--- src/rtl/ptmr_consts.svh ---
`ifndef PTMR_CONSTS_SVH
`define PTMR_CONSTS_SVH
// register byte addresses
`define PTMR_ADDR_CTRL0   8'h00
`define PTMR_ADDR_CTRL1   8'h04
`define PTMR_ADDR_CNT_LO  8'h08
`define PTMR_ADDR_CNT_HI  8'h0C
`define PTMR_ADDR_DUTY_LO 8'h10
`define PTMR_ADDR_DUTY_HI 8'h14
`define PTMR_ADDR_PER_LO  8'h18
`define PTMR_ADDR_PER_HI  8'h1C
`define PTMR_ADDR_FLAGS   8'h20
// flags register bit positions
`define PTMR_FLAG_A 0
`define PTMR_FLAG_P 1
// axi response codes
`define PTMR_RESP_OKAY   2'b00
`define PTMR_RESP_SLVERR 2'b10
// clock select codes
`define PTMR_CK_SYS4  3'h0
`define PTMR_CK_SYS   3'h1
`define PTMR_CK_H16   3'h2
`define PTMR_CK_H64   3'h3
`define PTMR_CK_TBC   3'h4
`define PTMR_CK_H     3'h5
`define PTMR_CK_EXT_R 3'h6
`define PTMR_CK_EXT_F 3'h7
// prescaler taps
`define PTMR_DIV4_MASK  6'h03
`define PTMR_DIV16_MASK 6'h0F
`define PTMR_DIV64_MASK 6'h3F
`define PTMR_CNT_MAX 10'h3FF
`define PTMR_CNT_ZERO 10'h000
`endif

--- src/rtl/ptmr_pkg.sv ---
package ptmr_pkg;
  // operating mode field
  typedef enum logic [1:0] {
    PTMR_MODE_CMP  = 2'h0,
    PTMR_MODE_CAP  = 2'h1,
    PTMR_MODE_PWM  = 2'h2,
    PTMR_MODE_TMR  = 2'h3
  } ptmr_mode_e;
  // control register zero
  typedef struct packed {
    logic       pause_bit;
    logic [2:0] clock_select_field;
    logic       counter_enable_bit;
  } ptmr_ctrl0_s;
  // control register one
  typedef struct packed {
    ptmr_mode_e mode_field;
    logic [1:0] output_action;
    logic       initial_level_bit;
    logic       output_polarity_bit;
    logic       capture_source_select;
    logic       clear_select_bit;
  } ptmr_ctrl1_s;
  // single pulse state machine
  typedef enum logic [1:0] {
    PTMR_SP_IDLE = 2'b01,
    PTMR_SP_RUN  = 2'b10
  } ptmr_sp_e;
endpackage

--- src/rtl/ptmr_timer.sv ---
// The address map and register access over AXI4-Lite were chosen for this implementation.
`timescale 1ns/1ps
`include "ptmr_consts.svh"
module ptmr_timer
  import ptmr_pkg::*;
#(
  parameter int CW = 10
) (
  input  wire logic        core_clk_i,
  input  wire logic        reset_n_i,
  input  wire logic [7:0]  s_axi_awaddr_i,
  input  wire logic        s_axi_awvalid_i,
  output logic             s_axi_awready_o,
  input  wire logic [31:0] s_axi_wdata_i,
  input  wire logic [3:0]  s_axi_wstrb_i,
  input  wire logic        s_axi_wvalid_i,
  output logic             s_axi_wready_o,
  output logic [1:0]       s_axi_bresp_o,
  output logic             s_axi_bvalid_o,
  input  wire logic        s_axi_bready_i,
  input  wire logic [7:0]  s_axi_araddr_i,
  input  wire logic        s_axi_arvalid_i,
  output logic             s_axi_arready_o,
  output logic [31:0]      s_axi_rdata_o,
  output logic [1:0]       s_axi_rresp_o,
  output logic             s_axi_rvalid_o,
  input  wire logic        s_axi_rready_i,
  input  wire logic        tick_tbc_i,
  input  wire logic        tick_h_i,
  input  wire logic        external_clock_input_pin_i,
  input  wire logic        timer_output_pin_i,
  output logic             timer_output_pin_o,
  output logic             timer_output_pin_oe_o
);
  ptmr_ctrl0_s     ctrl0;         // pause, clock, enable
  ptmr_ctrl1_s     ctrl1;         // mode and output control
  logic [CW-1:0]   count;         // running counter
  logic [CW-1:0]   duty;          // duty compare value
  logic [CW-1:0]   period;        // period compare value
  logic            flag_a;        // comparator a flag
  logic            flag_p;        // comparator p flag
  logic            cmp_out;       // compare output level
  ptmr_sp_e        sp_state;      // single pulse state
  logic            en_q;          // previous enable
  logic [5:0]      presc;         // internal prescaler
  logic [2:0]      ext_sync;      // clock pin synchroniser
  logic [2:0]      tp_sync;       // output pin synchroniser
  logic            ext_lvl;       // filtered clock pin
  logic            tp_lvl;        // filtered output pin
  logic            ext_rise;      // clock pin rising
  logic            ext_fall;      // clock pin falling
  logic            tp_rise;       // output pin rising
  logic            tp_fall;       // output pin falling
  logic            tick;          // count clock tick
  logic            match_a;       // comparator a match
  logic            match_p;       // comparator p match
  logic            ovf;           // counter overflow
  logic            clr_cnt;       // counter clear
  logic            set_a;         // flag a event
  logic            set_p;         // flag p event
  logic            en_rise;       // enable rising edge
  logic            cap_ev;        // capture event
  logic            sp_trig;       // single pulse pin trigger
  logic            sp_stop;       // single pulse end
  logic            aw_hold;       // write address held
  logic            w_hold;        // write data held
  logic [7:0]      aw_addr;       // stored write address
  logic [31:0]     w_data;        // stored write data
  logic [3:0]      w_strb;        // stored write strobes
  logic            do_write;      // write commits now
  logic            wr_ctrl0;      // control zero written
  logic [31:0]     next_rdata;    // read mux
  logic            next_rerr;     // unmapped read
  logic            pwm_raw;       // pwm active phase
  logic            out_act;       // output before polarity
  logic [CW:0]     per_len;       // effective pwm period

  // detect edges once second and third stages agree
  function automatic logic agreed(input logic [2:0] s);
    agreed = (s[1] == s[2]);
  endfunction

  // pin synchronisers and filtered levels
  always_ff @(posedge core_clk_i or negedge reset_n_i) begin
    if (!reset_n_i) begin
      ext_sync <= 3'h0;
      tp_sync  <= 3'h0;
      ext_lvl  <= 1'b0;
      tp_lvl   <= 1'b0;
    end else begin
      ext_sync <= {ext_sync[1:0], external_clock_input_pin_i};
      tp_sync  <= {tp_sync[1:0], timer_output_pin_i};
      if (agreed(ext_sync)) begin
        ext_lvl <= ext_sync[2];
      end
      if (agreed(tp_sync)) begin
        tp_lvl <= tp_sync[2];
      end
    end
  end

  assign ext_rise = agreed(ext_sync) && ext_sync[2] && !ext_lvl;
  assign ext_fall = agreed(ext_sync) && !ext_sync[2] && ext_lvl;
  assign tp_rise  = agreed(tp_sync) && tp_sync[2] && !tp_lvl;
  assign tp_fall  = agreed(tp_sync) && !tp_sync[2] && tp_lvl;

  // free running prescaler for internal divisions
  always_ff @(posedge core_clk_i or negedge reset_n_i) begin
    if (!reset_n_i) begin
      presc <= 6'h00;
    end else begin
      presc <= presc + 6'h01;
    end
  end

  // count clock selection
  always_comb begin
    case (ctrl0.clock_select_field)
      `PTMR_CK_SYS4:  tick = ((presc & `PTMR_DIV4_MASK) == 6'h00);
      `PTMR_CK_SYS:   tick = 1'b1;
      `PTMR_CK_H16:   tick = ((presc & `PTMR_DIV16_MASK) == 6'h00);
      `PTMR_CK_H64:   tick = ((presc & `PTMR_DIV64_MASK) == 6'h00);
      `PTMR_CK_TBC:   tick = tick_tbc_i;
      `PTMR_CK_H:     tick = tick_h_i;
      `PTMR_CK_EXT_R: tick = ext_rise;
      `PTMR_CK_EXT_F: tick = ext_fall;
      default:        tick = 1'b0;
    endcase
  end

  // comparators see the value the counter reaches on this tick, so a clear
  // on a match gives a period of exactly the compare value, not one more
  logic          running;   // counter advancing
  logic [CW-1:0] cnt_next;  // counter value after this tick
  assign running  = ctrl0.counter_enable_bit && !ctrl0.pause_bit && tick;
  assign cnt_next = count + 10'h001;
  assign match_a  = running && (cnt_next == duty);
  assign match_p  = running && (cnt_next == period);
  assign ovf     = running && (count == `PTMR_CNT_MAX);
  assign en_rise = ctrl0.counter_enable_bit && !en_q;

  // clear source selection per mode
  always_comb begin
    clr_cnt = 1'b0;
    set_a   = match_a;
    set_p   = match_p;
    case (ctrl1.mode_field)
      PTMR_MODE_CMP, PTMR_MODE_TMR: begin
        if (ctrl1.clear_select_bit) begin
          clr_cnt = match_a;
          set_p   = 1'b0;
        end else begin
          clr_cnt = match_p || (ovf && (period == `PTMR_CNT_ZERO));
        end
      end
      PTMR_MODE_PWM: begin
        // clear select ignored here
        clr_cnt = match_p || (ovf && (period == `PTMR_CNT_ZERO));
        if (ctrl1.output_action == 2'h3) begin
          clr_cnt = 1'b0; // single pulse keeps counting
          set_p   = 1'b0;
        end
      end
      PTMR_MODE_CAP: begin
        clr_cnt = match_p || (ovf && (period == `PTMR_CNT_ZERO));
      end
      default: clr_cnt = 1'b0;
    endcase
  end

  // capture edge from selected source
  logic src_rise;  // chosen pin rising
  logic src_fall;  // chosen pin falling
  assign src_rise = ctrl1.capture_source_select ? ext_rise : tp_rise;
  assign src_fall = ctrl1.capture_source_select ? ext_fall : tp_fall;
  always_comb begin
    case (ctrl1.output_action)
      2'h0:    cap_ev = src_rise;
      2'h1:    cap_ev = src_fall;
      2'h2:    cap_ev = src_rise || src_fall;
      default: cap_ev = 1'b0;
    endcase
    if (ctrl1.mode_field != PTMR_MODE_CAP || !ctrl0.counter_enable_bit) begin
      cap_ev = 1'b0;
    end
  end

  // single pulse start and stop conditions
  logic sp_mode;  // single pulse selected
  assign sp_mode = (ctrl1.mode_field == PTMR_MODE_PWM) && (ctrl1.output_action == 2'h3);
  assign sp_trig = sp_mode && !ctrl0.counter_enable_bit && ext_rise;
  assign sp_stop = sp_mode && match_a;

  // counter register
  always_ff @(posedge core_clk_i or negedge reset_n_i) begin
    if (!reset_n_i) begin
      count <= `PTMR_CNT_ZERO;
      en_q  <= 1'b0;
    end else begin
      en_q <= ctrl0.counter_enable_bit;
      if (en_rise) begin
        count <= `PTMR_CNT_ZERO;
      end else if (clr_cnt) begin
        count <= `PTMR_CNT_ZERO;
      end else if (running) begin
        count <= count + 10'h001;
      end
    end
  end

  // single pulse state machine
  always_ff @(posedge core_clk_i or negedge reset_n_i) begin
    if (!reset_n_i) begin
      sp_state <= PTMR_SP_IDLE;
    end else begin
      case (sp_state)
        PTMR_SP_IDLE: begin
          if (sp_mode && en_rise) begin
            sp_state <= PTMR_SP_RUN;
          end
        end
        PTMR_SP_RUN: begin
          if (!sp_mode || sp_stop || !ctrl0.counter_enable_bit) begin
            sp_state <= PTMR_SP_IDLE;
          end
        end
        default: sp_state <= PTMR_SP_IDLE;
      endcase
    end
  end

  // compare output level
  always_ff @(posedge core_clk_i or negedge reset_n_i) begin
    if (!reset_n_i) begin
      cmp_out <= 1'b0;
    end else if (en_rise) begin
      cmp_out <= ctrl1.initial_level_bit;
    end else if (match_a && ctrl1.mode_field == PTMR_MODE_CMP) begin
      case (ctrl1.output_action)
        2'h0:    cmp_out <= cmp_out;
        2'h1:    cmp_out <= 1'b0;
        2'h2:    cmp_out <= 1'b1;
        default: cmp_out <= !cmp_out;
      endcase
    end
  end

  // pwm active phase, full duty when duty reaches period
  assign per_len = (period == `PTMR_CNT_ZERO) ? {1'b1, `PTMR_CNT_ZERO} : {1'b0, period};
  assign pwm_raw = ({1'b0, duty} >= per_len) || (count < duty);

  // output selection before polarity
  always_comb begin
    out_act = cmp_out;
    if (ctrl1.mode_field == PTMR_MODE_PWM) begin
      case (ctrl1.output_action)
        2'h0:    out_act = !ctrl1.initial_level_bit;
        2'h1:    out_act = ctrl1.initial_level_bit;
        2'h2:    out_act = pwm_raw ? ctrl1.initial_level_bit : !ctrl1.initial_level_bit;
        default: out_act = (sp_state == PTMR_SP_RUN) ? ctrl1.initial_level_bit
                                                     : !ctrl1.initial_level_bit;
      endcase
    end
  end

  // output pin register, not driven in timer or capture mode
  always_ff @(posedge core_clk_i or negedge reset_n_i) begin
    if (!reset_n_i) begin
      timer_output_pin_o    <= 1'b0;
      timer_output_pin_oe_o <= 1'b0;
    end else begin
      timer_output_pin_o    <= out_act ^ ctrl1.output_polarity_bit;
      timer_output_pin_oe_o <= (ctrl1.mode_field == PTMR_MODE_CMP) ||
                               (ctrl1.mode_field == PTMR_MODE_PWM);
    end
  end

  // sticky match flags, set wins over clear
  always_ff @(posedge core_clk_i or negedge reset_n_i) begin
    if (!reset_n_i) begin
      flag_a <= 1'b0;
      flag_p <= 1'b0;
    end else begin
      if (set_a || cap_ev) begin
        flag_a <= 1'b1;
      end else if (do_write && aw_addr == `PTMR_ADDR_FLAGS && w_strb[0]
                   && w_data[`PTMR_FLAG_A]) begin
        flag_a <= 1'b0;
      end
      if (set_p) begin
        flag_p <= 1'b1;
      end else if (do_write && aw_addr == `PTMR_ADDR_FLAGS && w_strb[0]
                   && w_data[`PTMR_FLAG_P]) begin
        flag_p <= 1'b0;
      end
    end
  end

  // axi write channel capture
  assign s_axi_awready_o = !aw_hold && !s_axi_bvalid_o;
  assign s_axi_wready_o  = !w_hold && !s_axi_bvalid_o;
  assign do_write        = aw_hold && w_hold && !s_axi_bvalid_o;
  assign wr_ctrl0        = do_write && aw_addr == `PTMR_ADDR_CTRL0 && w_strb[0];
  always_ff @(posedge core_clk_i or negedge reset_n_i) begin
    if (!reset_n_i) begin
      aw_hold        <= 1'b0;
      w_hold         <= 1'b0;
      aw_addr        <= 8'h00;
      w_data         <= 32'h0000_0000;
      w_strb         <= 4'h0;
      s_axi_bvalid_o <= 1'b0;
      s_axi_bresp_o  <= `PTMR_RESP_OKAY;
    end else begin
      if (s_axi_awvalid_i && s_axi_awready_o) begin
        aw_hold <= 1'b1;
        aw_addr <= s_axi_awaddr_i;
      end
      if (s_axi_wvalid_i && s_axi_wready_o) begin
        w_hold <= 1'b1;
        w_data <= s_axi_wdata_i;
        w_strb <= s_axi_wstrb_i;
      end
      if (do_write) begin
        aw_hold        <= 1'b0;
        w_hold         <= 1'b0;
        s_axi_bvalid_o <= 1'b1;
        case (aw_addr)
          `PTMR_ADDR_CTRL0, `PTMR_ADDR_CTRL1, `PTMR_ADDR_CNT_LO,
          `PTMR_ADDR_CNT_HI, `PTMR_ADDR_DUTY_LO, `PTMR_ADDR_DUTY_HI,
          `PTMR_ADDR_PER_LO, `PTMR_ADDR_PER_HI, `PTMR_ADDR_FLAGS:
            s_axi_bresp_o <= `PTMR_RESP_OKAY;
          default: s_axi_bresp_o <= `PTMR_RESP_SLVERR;
        endcase
      end else if (s_axi_bvalid_o && s_axi_bready_i) begin
        s_axi_bvalid_o <= 1'b0;
      end
    end
  end

  // software registers; a single pulse trigger or stop moves the enable
  always_ff @(posedge core_clk_i or negedge reset_n_i) begin
    if (!reset_n_i) begin
      ctrl0  <= '0;
      ctrl1  <= '0;
      duty   <= `PTMR_CNT_ZERO;
      period <= `PTMR_CNT_ZERO;
    end else begin
      if (wr_ctrl0) begin
        ctrl0 <= w_data[7:3];
      end
      if (sp_trig) begin
        ctrl0.counter_enable_bit <= 1'b1;
      end else if (sp_stop) begin
        ctrl0.counter_enable_bit <= 1'b0;
      end
      if (do_write && w_strb[0]) begin
        case (aw_addr)
          `PTMR_ADDR_CTRL1:   ctrl1 <= w_data[7:0];
          `PTMR_ADDR_DUTY_LO: duty[7:0] <= w_data[7:0];
          `PTMR_ADDR_DUTY_HI: duty[CW-1:8] <= w_data[CW-9:0];
          `PTMR_ADDR_PER_LO:  period[7:0] <= w_data[7:0];
          `PTMR_ADDR_PER_HI:  period[CW-1:8] <= w_data[CW-9:0];
          default: ;
        endcase
      end
      if (cap_ev) begin
        duty <= count; // capture into duty value
      end
    end
  end

  // read data multiplexer
  always_comb begin
    next_rdata = 32'h0000_0000;
    next_rerr  = 1'b0;
    case (s_axi_araddr_i)
      `PTMR_ADDR_CTRL0:   next_rdata[7:3] = ctrl0;
      `PTMR_ADDR_CTRL1:   next_rdata[7:0] = ctrl1;
      `PTMR_ADDR_CNT_LO:  next_rdata[7:0] = count[7:0];
      `PTMR_ADDR_CNT_HI:  next_rdata[1:0] = count[CW-1:8];
      `PTMR_ADDR_DUTY_LO: next_rdata[7:0] = duty[7:0];
      `PTMR_ADDR_DUTY_HI: next_rdata[1:0] = duty[CW-1:8];
      `PTMR_ADDR_PER_LO:  next_rdata[7:0] = period[7:0];
      `PTMR_ADDR_PER_HI:  next_rdata[1:0] = period[CW-1:8];
      `PTMR_ADDR_FLAGS:   next_rdata[1:0] = {flag_p, flag_a};
      default:            next_rerr = 1'b1;
    endcase
  end

  // axi read channel
  assign s_axi_arready_o = !s_axi_rvalid_o;
  always_ff @(posedge core_clk_i or negedge reset_n_i) begin
    if (!reset_n_i) begin
      s_axi_rvalid_o <= 1'b0;
      s_axi_rdata_o  <= 32'h0000_0000;
      s_axi_rresp_o  <= `PTMR_RESP_OKAY;
    end else if (s_axi_arvalid_i && s_axi_arready_o) begin
      s_axi_rvalid_o <= 1'b1;
      s_axi_rdata_o  <= next_rdata;
      s_axi_rresp_o  <= next_rerr ? `PTMR_RESP_SLVERR : `PTMR_RESP_OKAY;
    end else if (s_axi_rvalid_o && s_axi_rready_i) begin
      s_axi_rvalid_o <= 1'b0;
    end
  end
endmodule

--- config.mk ---
export PLATFORM = sky130hd
export DESIGN_NAME = ptmr_timer
export DESIGN_NICKNAME = d
export VERILOG_FILES = /design/src/rtl/ptmr_pkg.sv /design/src/rtl/ptmr_timer.sv
export VERILOG_INCLUDE_DIRS = /design/src /design/src/rtl
export SDC_FILE = /design/constraint.sdc
export NUM_CORES = 1
export LEC_CHECK = 0
export BUFFER_PORTS_ARGS = -buffer_cell sky130_fd_sc_hd__buf_2
export CAP_MARGIN = 0
export CELL_PAD_IN_SITES_DETAIL_PLACEMENT = 0
export CELL_PAD_IN_SITES_GLOBAL_PLACEMENT = 1
export CORE_UTILIZATION = 43
export CTS_CLUSTER_DIAMETER = 50
export DETAILED_ROUTE_END_ITERATION = 12
export PLACE_DENSITY_LB_ADDON = 0.1
export SETUP_SLACK_MARGIN = 0.1
export SYNTH_ARGS = -nofsm -noshare
export SYNTH_HDL_FRONTEND = slang
export SYNTH_SLANG_ARGS = --single-unit
--- constraint.sdc ---
create_clock -name core_clk_i -period 3.85 [get_ports core_clk_i]
set_clock_uncertainty 0.15 [all_clocks]
set_input_delay 0.77 -clock core_clk_i [delete_from_list [all_inputs] [get_ports core_clk_i]]
set_output_delay 0.77 -clock core_clk_i [all_outputs]
set_load 0.02 [all_outputs]
==> results of run 1 <==
## Yosys cell counts, drive strengths merged (8+ instances only)
| master | count | share of area, % |
|---|---|---|
| clkbuf | 18 | 1.2 |
| nand2 | 54 | 3.5 |
| dfrtp | 95 | 41 |
| nor3 | 10 | 0.86 |
| nor2 | 28 | 1.8 |
| nand3 | 18 | 1.5 |
| nor4 | 8 | 1.4 |
| xnor2 | 32 | 4.9 |
| a22oi | 8 | 1.0 |
| ha | 34 | 7.3 |
| o21ai | 40 | 3.4 |
| buf | 31 | 3.9 |
| mux2 | 37 | 7.1 |
| a21oi | 20 | 1.7 |
| mux2i | 16 | 2.7 |
| inv | 43 | 2.9 |
| xor2 | 8 | 1.3 |
| and3 | 9 | 0.96 |
## worst reg2reg max path, stage by stage (launching register included)
cell and delay, ns:
dfrtp_1 0.41, inv_1 0.08, ha_1 0.18, nor4b_1 0.25
nand2_1 0.12, a31oi_2 0.50, nand2_1 0.20, nor4_1 0.35
a31oi_1 0.13, a2111oi_4 0.62, nor2_1 0.12
## cell families after synthesis
family / count (synthesis) / share of synthesized area, %
simple gates: 165 / 15.1
compound gates: 109 / 12.4
flops: 96 / 41.2
buf+inv: 92 / 7.89
mux: 53 / 9.88
xor+xnor: 40 / 6.26
fa+ha+maj: 34 / 7.29
other cells: 1 / 0.0642
## placed cells by master (no fill, tap or decap), drive strengths merged, types with 6 or more instances in the layout
master,instances
a22oi,8
nand3,18
and3,9
buf,57
mux2,37
clkbuf,10
inv,44
nand4,6
ha,34
a21o,6
nor4,8
nor3,10
nand2,54
conb,26
mux2i,16
nor2,28
a21oi,20
o21ai,40
dfrtp,95
xor2,8
xnor2,32
## registers in the layout, summed over array words and instances, names as in the netlist, 2 cells and up
| name | flops |
|---|---|
| duty | 10 |
| aw_addr | 8 |
| ext_sync | 3 |
| count | 10 |
| tp_sync | 3 |
| period | 10 |
| ctrl0 | 5 |
| ctrl1 | 8 |
| w_data | 8 |
| presc | 6 |
| sp_state | 2 |
| s_axi_rdata_o | 8 |
## power by group
part | total, mW | internal (mW) | leakage, nW | switching [mW]
Sequential | 1.59 | 1.23 | 1.22 | 0.354
Clock | 1.01 | 0.596 | 0.162 | 0.418
Combinational | 1.29 | 0.607 | 1.57 | 0.679
## final cells by class
type                       count  share of cell area [%]
clock buffer                  10                    3.67
sequential                    96                    36.9
clock inverter                 6                    1.56
multi-input combinational    427                    47.2
tap                          176                    3.38
inverter                      43                    2.55
timing repair buffer          57                    4.80
## final timing paths
check / endpoint / cells after the start / slack [ns]
max: count[5] / 10 / 0.60
min: ext_sync[1] / 0 / 0.21
max reg2reg: count[5] / 10 / 0.60
min reg2reg: ext_sync[1] / 0 / 0.21
max in group asynchronous: sp_state[0] / 2 / 2.54
min in group asynchronous: count[3] / 1 / 0.28
## per-layer routing
layer	vias to the layer above	global-route usage (%)	share of wire (%)
met4	0	11.5	3.7
li1	2109	-	-
met1	2165	31.6	48
met3	31	3.04	5.2
met2	148	32.5	43
met5	-	0	0
==> impl_metrics.toml, run 1 <==
[clocking]
cts_root_buf = "clkbuf_16"
cts_buffers = 9
path_clk_slew_ns = 0.07
tritoncts = "built"
holdBufCountCts = 0
post_cts_buffers = 0
numClockSinks = 96
ctsHtreeMaxLevel = 3
post_cts_resized = 0
clock_insertion_delay_worst_skew_ns = 0.35
clk_path_buf_depth = 2

[die]
rows = 42
num_io_pins = 106
core-area_mm2 = 0.0132
design.die.area_mm2 = 0.0140
initial_utilization_pct = 44.1
floorplan.die.height_um = 119
die-width_um = 119

[sta]
report.final.hold_viol_count = 0
final.setup.worst_slack_ns = 0.598
finalSetupViolCount = 0
setup_tns_ns = 0
layout_worst_path_cycle_share_pct = 84.5
layout_min_cycle_time_ns = 3.25
fin_worst_hold_slack_ns = 0.209
timing.final.max_slew_violations = 0
worst-slew-pin-transition_ns = 0.910
max_slew_margin_pct = 38.9
fmaxAchievable_mhz = 307
grt_setup_unrepaired = "false"

[logic_synthesis]
ys_dominant_reg_cell = "dfrtp_1"
post_synth_inst_count = 590
synth_enable_flop_cells = 0
synth-async-reset-ratio_pct = 100
postSynthAreaPerCell_um2 = 9.90
synth_cell_type_count = 66
post_syn_area_mm2 = 0.00584
synth_warnings = 0
synth.ff_latch_count = 96
yosysSeqAreaShare_pct = 41.2

[placement]
preCtsSetupSlack_ns = 0.459
post_place_cell_area_mm2 = 0.00618
dpl.hpwl_um = 10900
weighted_congestion_at_the_end_of_routability_driven_global_placement = 0.930
placement.io_buffers = 52
dp_cells = 799

[global_route]
antenna_found_initial = 0
number_of_global_route_vias_before_repair = 4294
grt_pass1_wl_um = 23600
grt_remaining_overflow = 0
pin_count_of_the_biggest_net_entering_global_routing = 51
track_usage_pct = 22.1

[critical_path]
timing.critical_path.arrival_ns = 3.31
worst_path_max_delay_cell = "a2111oi_4"
crit_family = "compound AO/OA/AOI/OAI gates"
startpoint_type = "register"
crit_end_category = "register"
required_ns = 3.91
regToRegStartpoint = "presc[0]"
timing_worst_setup_path_type = "reg -> reg"
cp_cell_sequence = "inv_1, ha_1, nor4b_1, nand2_1, a31oi_2, nand2_1, nor4_1, a31oi_1, a2111oi_4, nor2_1"
timing.critical_path.mode_cell = "nand2_1"
worst-path-buf-inv = 1
timing.critical_path.slowest_cell_delay_ns = 0.62
timing.critical_path.fanout_max = 10
crit_path_from = "presc[0]"

[route]
drt-total-wl_um = 14500
wire_per_inst_um = 17.8
vias_per_cell = 5.46
num_vias = 4453
drt_iter0_drc = 285
drt_first_pass_iters = 5
drc_errors = 0
detail-route-antenna-nets = 0

[finish]
fin_area_mm2 = 0.00652
multiInputGateArea_mm2 = 0.00307
antenna_cells_inserted = 0
finish.cell_count_without_fillers = 815
n_fill_cell = 1280
nNetsFinal = 731
seq_area_mm2 = 0.00240
postLayoutCoreUtil_pct = 49.2
growth_of_design_area_from_synthesis_to_finish_pct = 11.6
final_layout_size_suffix_gt1_share_pct = 19.7

[pwr]
cellPowerDensity_mw_per_mm2 = 596
power.ir.vdd_worst_mv = 0.320
p_leak_nw = 2.96
fin_total_pwr_mw = 3.89

[flow_run]
cap_viol_max_count = 0

[worst_hold_path]
worst_hold_startpoint = "ext_sync[0]"
hold_class = "reg -> reg"

[status]
status = "finished, final reports clean"
Note: power is estimated with default switching activity, not from simulation.
==> inputs of run 2 (changes only) <==
--- a/config.mk
+++ b/config.mk
@@ -6,11 +6,12 @@
 export SDC_FILE = /design/constraint.sdc
 export NUM_CORES = 1
 export LEC_CHECK = 0
+export ABC_AREA = 1
 export BUFFER_PORTS_ARGS = -buffer_cell sky130_fd_sc_hd__buf_2
 export CAP_MARGIN = 0
 export CELL_PAD_IN_SITES_DETAIL_PLACEMENT = 0
 export CELL_PAD_IN_SITES_GLOBAL_PLACEMENT = 1
-export CORE_UTILIZATION = 43
+export CORE_UTILIZATION = 37
 export CTS_CLUSTER_DIAMETER = 50
 export DETAILED_ROUTE_END_ITERATION = 12
 export PLACE_DENSITY_LB_ADDON = 0.1
==> constraint.sdc (replaced) <==
create_clock -name core_clk_i -period 2.6 [get_ports core_clk_i]
set_clock_uncertainty 0.15 [all_clocks]
set_input_delay 0.52 -clock core_clk_i [delete_from_list [all_inputs] [get_ports core_clk_i]]
set_output_delay 0.52 -clock core_clk_i [all_outputs]
set_load 0.02 [all_outputs]
==> impl_metrics.toml, run 2 <==
[status]
status = "finished, final reports clean"

[logic_synthesis]
synth_warnings = 0
synth_cell_type_count = 39
synth.largest_area_cell = "dfrtp_1"
synth_top_cell_area_share_pct = 41.2
yosysMostFrequentCell = "nand2_1"
yosys-top-cells-count = "162 x nand2_1, 110 x inv_1, 95 x dfrtp_1, 73 x nor2_1, 54 x o21ai_0"
synth.ff_latch_count = 96
post_syn_area_mm2 = 0.00578
yosysSeqAreaShare_pct = 41.6
post_synth_inst_count = 744
postSynthAreaPerCell_um2 = 7.76
synth-async-reset-ratio_pct = 100
synth_enable_flop_cells = 0
ys_dominant_reg_cell = "dfrtp_1"
cell_types_occupying_the_most_area_after_synthesis = "dfrtp_1 41%, nand2_1 11%, ha_1 7.4%"

[sta]
max_slew_margin_pct = 64.0
grt_setup_unrepaired = "false"
worst-slew-pin-transition_ns = 0.538
setup_tns_ns = 0
report.final.hold_viol_count = 0
fmaxAchievable_mhz = 413
finalSetupViolCount = 0
layout_min_cycle_time_ns = 2.42
fin_worst_hold_slack_ns = 0.119
timing.final.max_slew_violations = 0
final.setup.worst_slack_ns = 0.177
layout_worst_path_cycle_share_pct = 93.2

[placement]
post_place_cell_area_mm2 = 0.00627
weighted_congestion_at_the_end_of_routability_driven_global_placement = 0.893
dpl.hpwl_um = 13000
dp_cells = 988
placement.io_buffers = 52
preCtsSetupSlack_ns = 0.0750

[finish]
final_layout_size_suffix_gt1_share_pct = 13.4
seq_area_mm2 = 0.00241
antenna_cells_inserted = 0
fin_area_mm2 = 0.00666
final_common_cell = "nand2_1"
multiInputGateArea_mm2 = 0.00288
growth_of_design_area_from_synthesis_to_finish_pct = 15.2
nNetsFinal = 911
top_regs = "count x10, duty x10, period x10"
n_fill_cell = 1591
final_cell_mix = "161 x nand2_1, 109 x inv_1, 93 x dfrtp_1, 71 x nor2_1"
finish.cell_count_without_fillers = 1007

[route]
drt_first_pass_iters = 4
drt_iter0_drc = 383
drt-total-wl_um = 16700
drc_errors = 0
vias_per_cell = 5.07
num_vias = 5109
wire_per_inst_um = 16.6
detail-route-antenna-nets = 0

[global_route]
track_usage_pct = 21.5
pin_count_of_the_biggest_net_entering_global_routing = 59
grt_remaining_overflow = 0
number_of_global_route_vias_before_repair = 5008
antenna_found_initial = 0
grt_pass1_wl_um = 26200

[critical_path]
timing.critical_path.fanout_max = 5
crit_end_category = "register"
required_ns = 2.69
r2r_setup_slack_ns = 0.18
timing.critical_path.arrival_ns = 2.51
startpoint_type = "register"
timing_worst_setup_path_type = "reg -> reg"

[clocking]
cts_buffers = 9
path_clk_slew_ns = 0.07
numClockSinks = 96
tritoncts = "built"
cts_root_buf = "clkbuf_16"
clk_path_buf_depth = 2
ctsHtreeMaxLevel = 3
clock_insertion_delay_worst_skew_ns = 0.35

[die]
design.die.area_mm2 = 0.0161
die-width_um = 127
num_io_pins = 106
rows = 45
initial_utilization_pct = 38.0
floorplan.die.height_um = 127
core-area_mm2 = 0.0152

[worst_hold_path]
hold_class = "in -> reg"

[flow_run]
cap_viol_max_count = 0

[pwr]
power.ir.vdd_worst_mv = 0.435
cellPowerDensity_mw_per_mm2 = 774
p_leak_nw = 3.29
## run 2: timing repair
action                                  CTS  global route
endpoints found under the setup margin    9            14
pin swaps                                 1             5
endpoints found under the hold margin    19             0
gates resized for setup                   3            17
buffers inserted                          1             0
hold buffers                              1             0
gates cloned                              0             1
## run 2: cell families after synthesis
group / Yosys count / share of synthesized area, %
DFF: 96 / 41.6
muxes: 5 / 0.975
other: 1 / 0.0649
xor gates and xnor gates: 9 / 1.36
buffers and inverters: 148 / 11.4
AOI/OAI and AO/OA: 134 / 13.6
and+or+nand+nor: 317 / 23.6
adders and majority gates: 34 / 7.37
## run 2: worst paths after layout
check,start,endpoint,cells after the start
worst min-delay path,external_clock_input_pin_i,ext_sync[0],1
worst max register to register,count[0],count[6],11
max in group asynchronous,reset_n_i,sp_state[0],3
worst min register to register,tp_sync[0],tp_sync[1],0
min in group asynchronous,reset_n_i,count[7],2
worst max-delay path,count[0],count[6],11
## run 2: cell type report
type / instances / share of cell area, %
multi-input combinational: 526 / 43.3
sequential: 96 / 36.2
inverter: 112 / 6.32
timing repair buffer: 69 / 6.28
clock buffer: 12 / 3.55
tap: 188 / 3.53
clock inverter: 4 / 0.827
## run 2: per-stage QoR
stage	util [%]	power, mW
after floorplan	-	3.19
after global placement	41.2	3.73
after detailed placement	41.2	3.76
after CTS	43.3	5.16
after global routing	43.8	5.55
final	43.8	5.15
## run 2: metal layers
layer  GRT usage [%]  wire length [um]
met3            3.37               595
met2            35.6              7770
met1            29.0              8100
met4            6.30               238
met5               0                 0
## run 2: worst max-delay path, stage by stage (launching register included)
cell     delay, ns
dfrtp_1       0.39
ha_2          0.24
nand3_1       0.11
nor2_1        0.27
nand2_1       0.12
nand2_1       0.15
xor2_1        0.16
nand2_1       0.07
nor2_2        0.24
nand4_4       0.19
nand3_4       0.16
nor2_1        0.06
## run 2: report_power, final
part	switching (mW)	internal [mW]	total, mW
sequential	0.256	1.78	2.04
combinational	1.15	0.601	1.75
clock	0.614	0.754	1.37
total	2.02	3.14	5.15
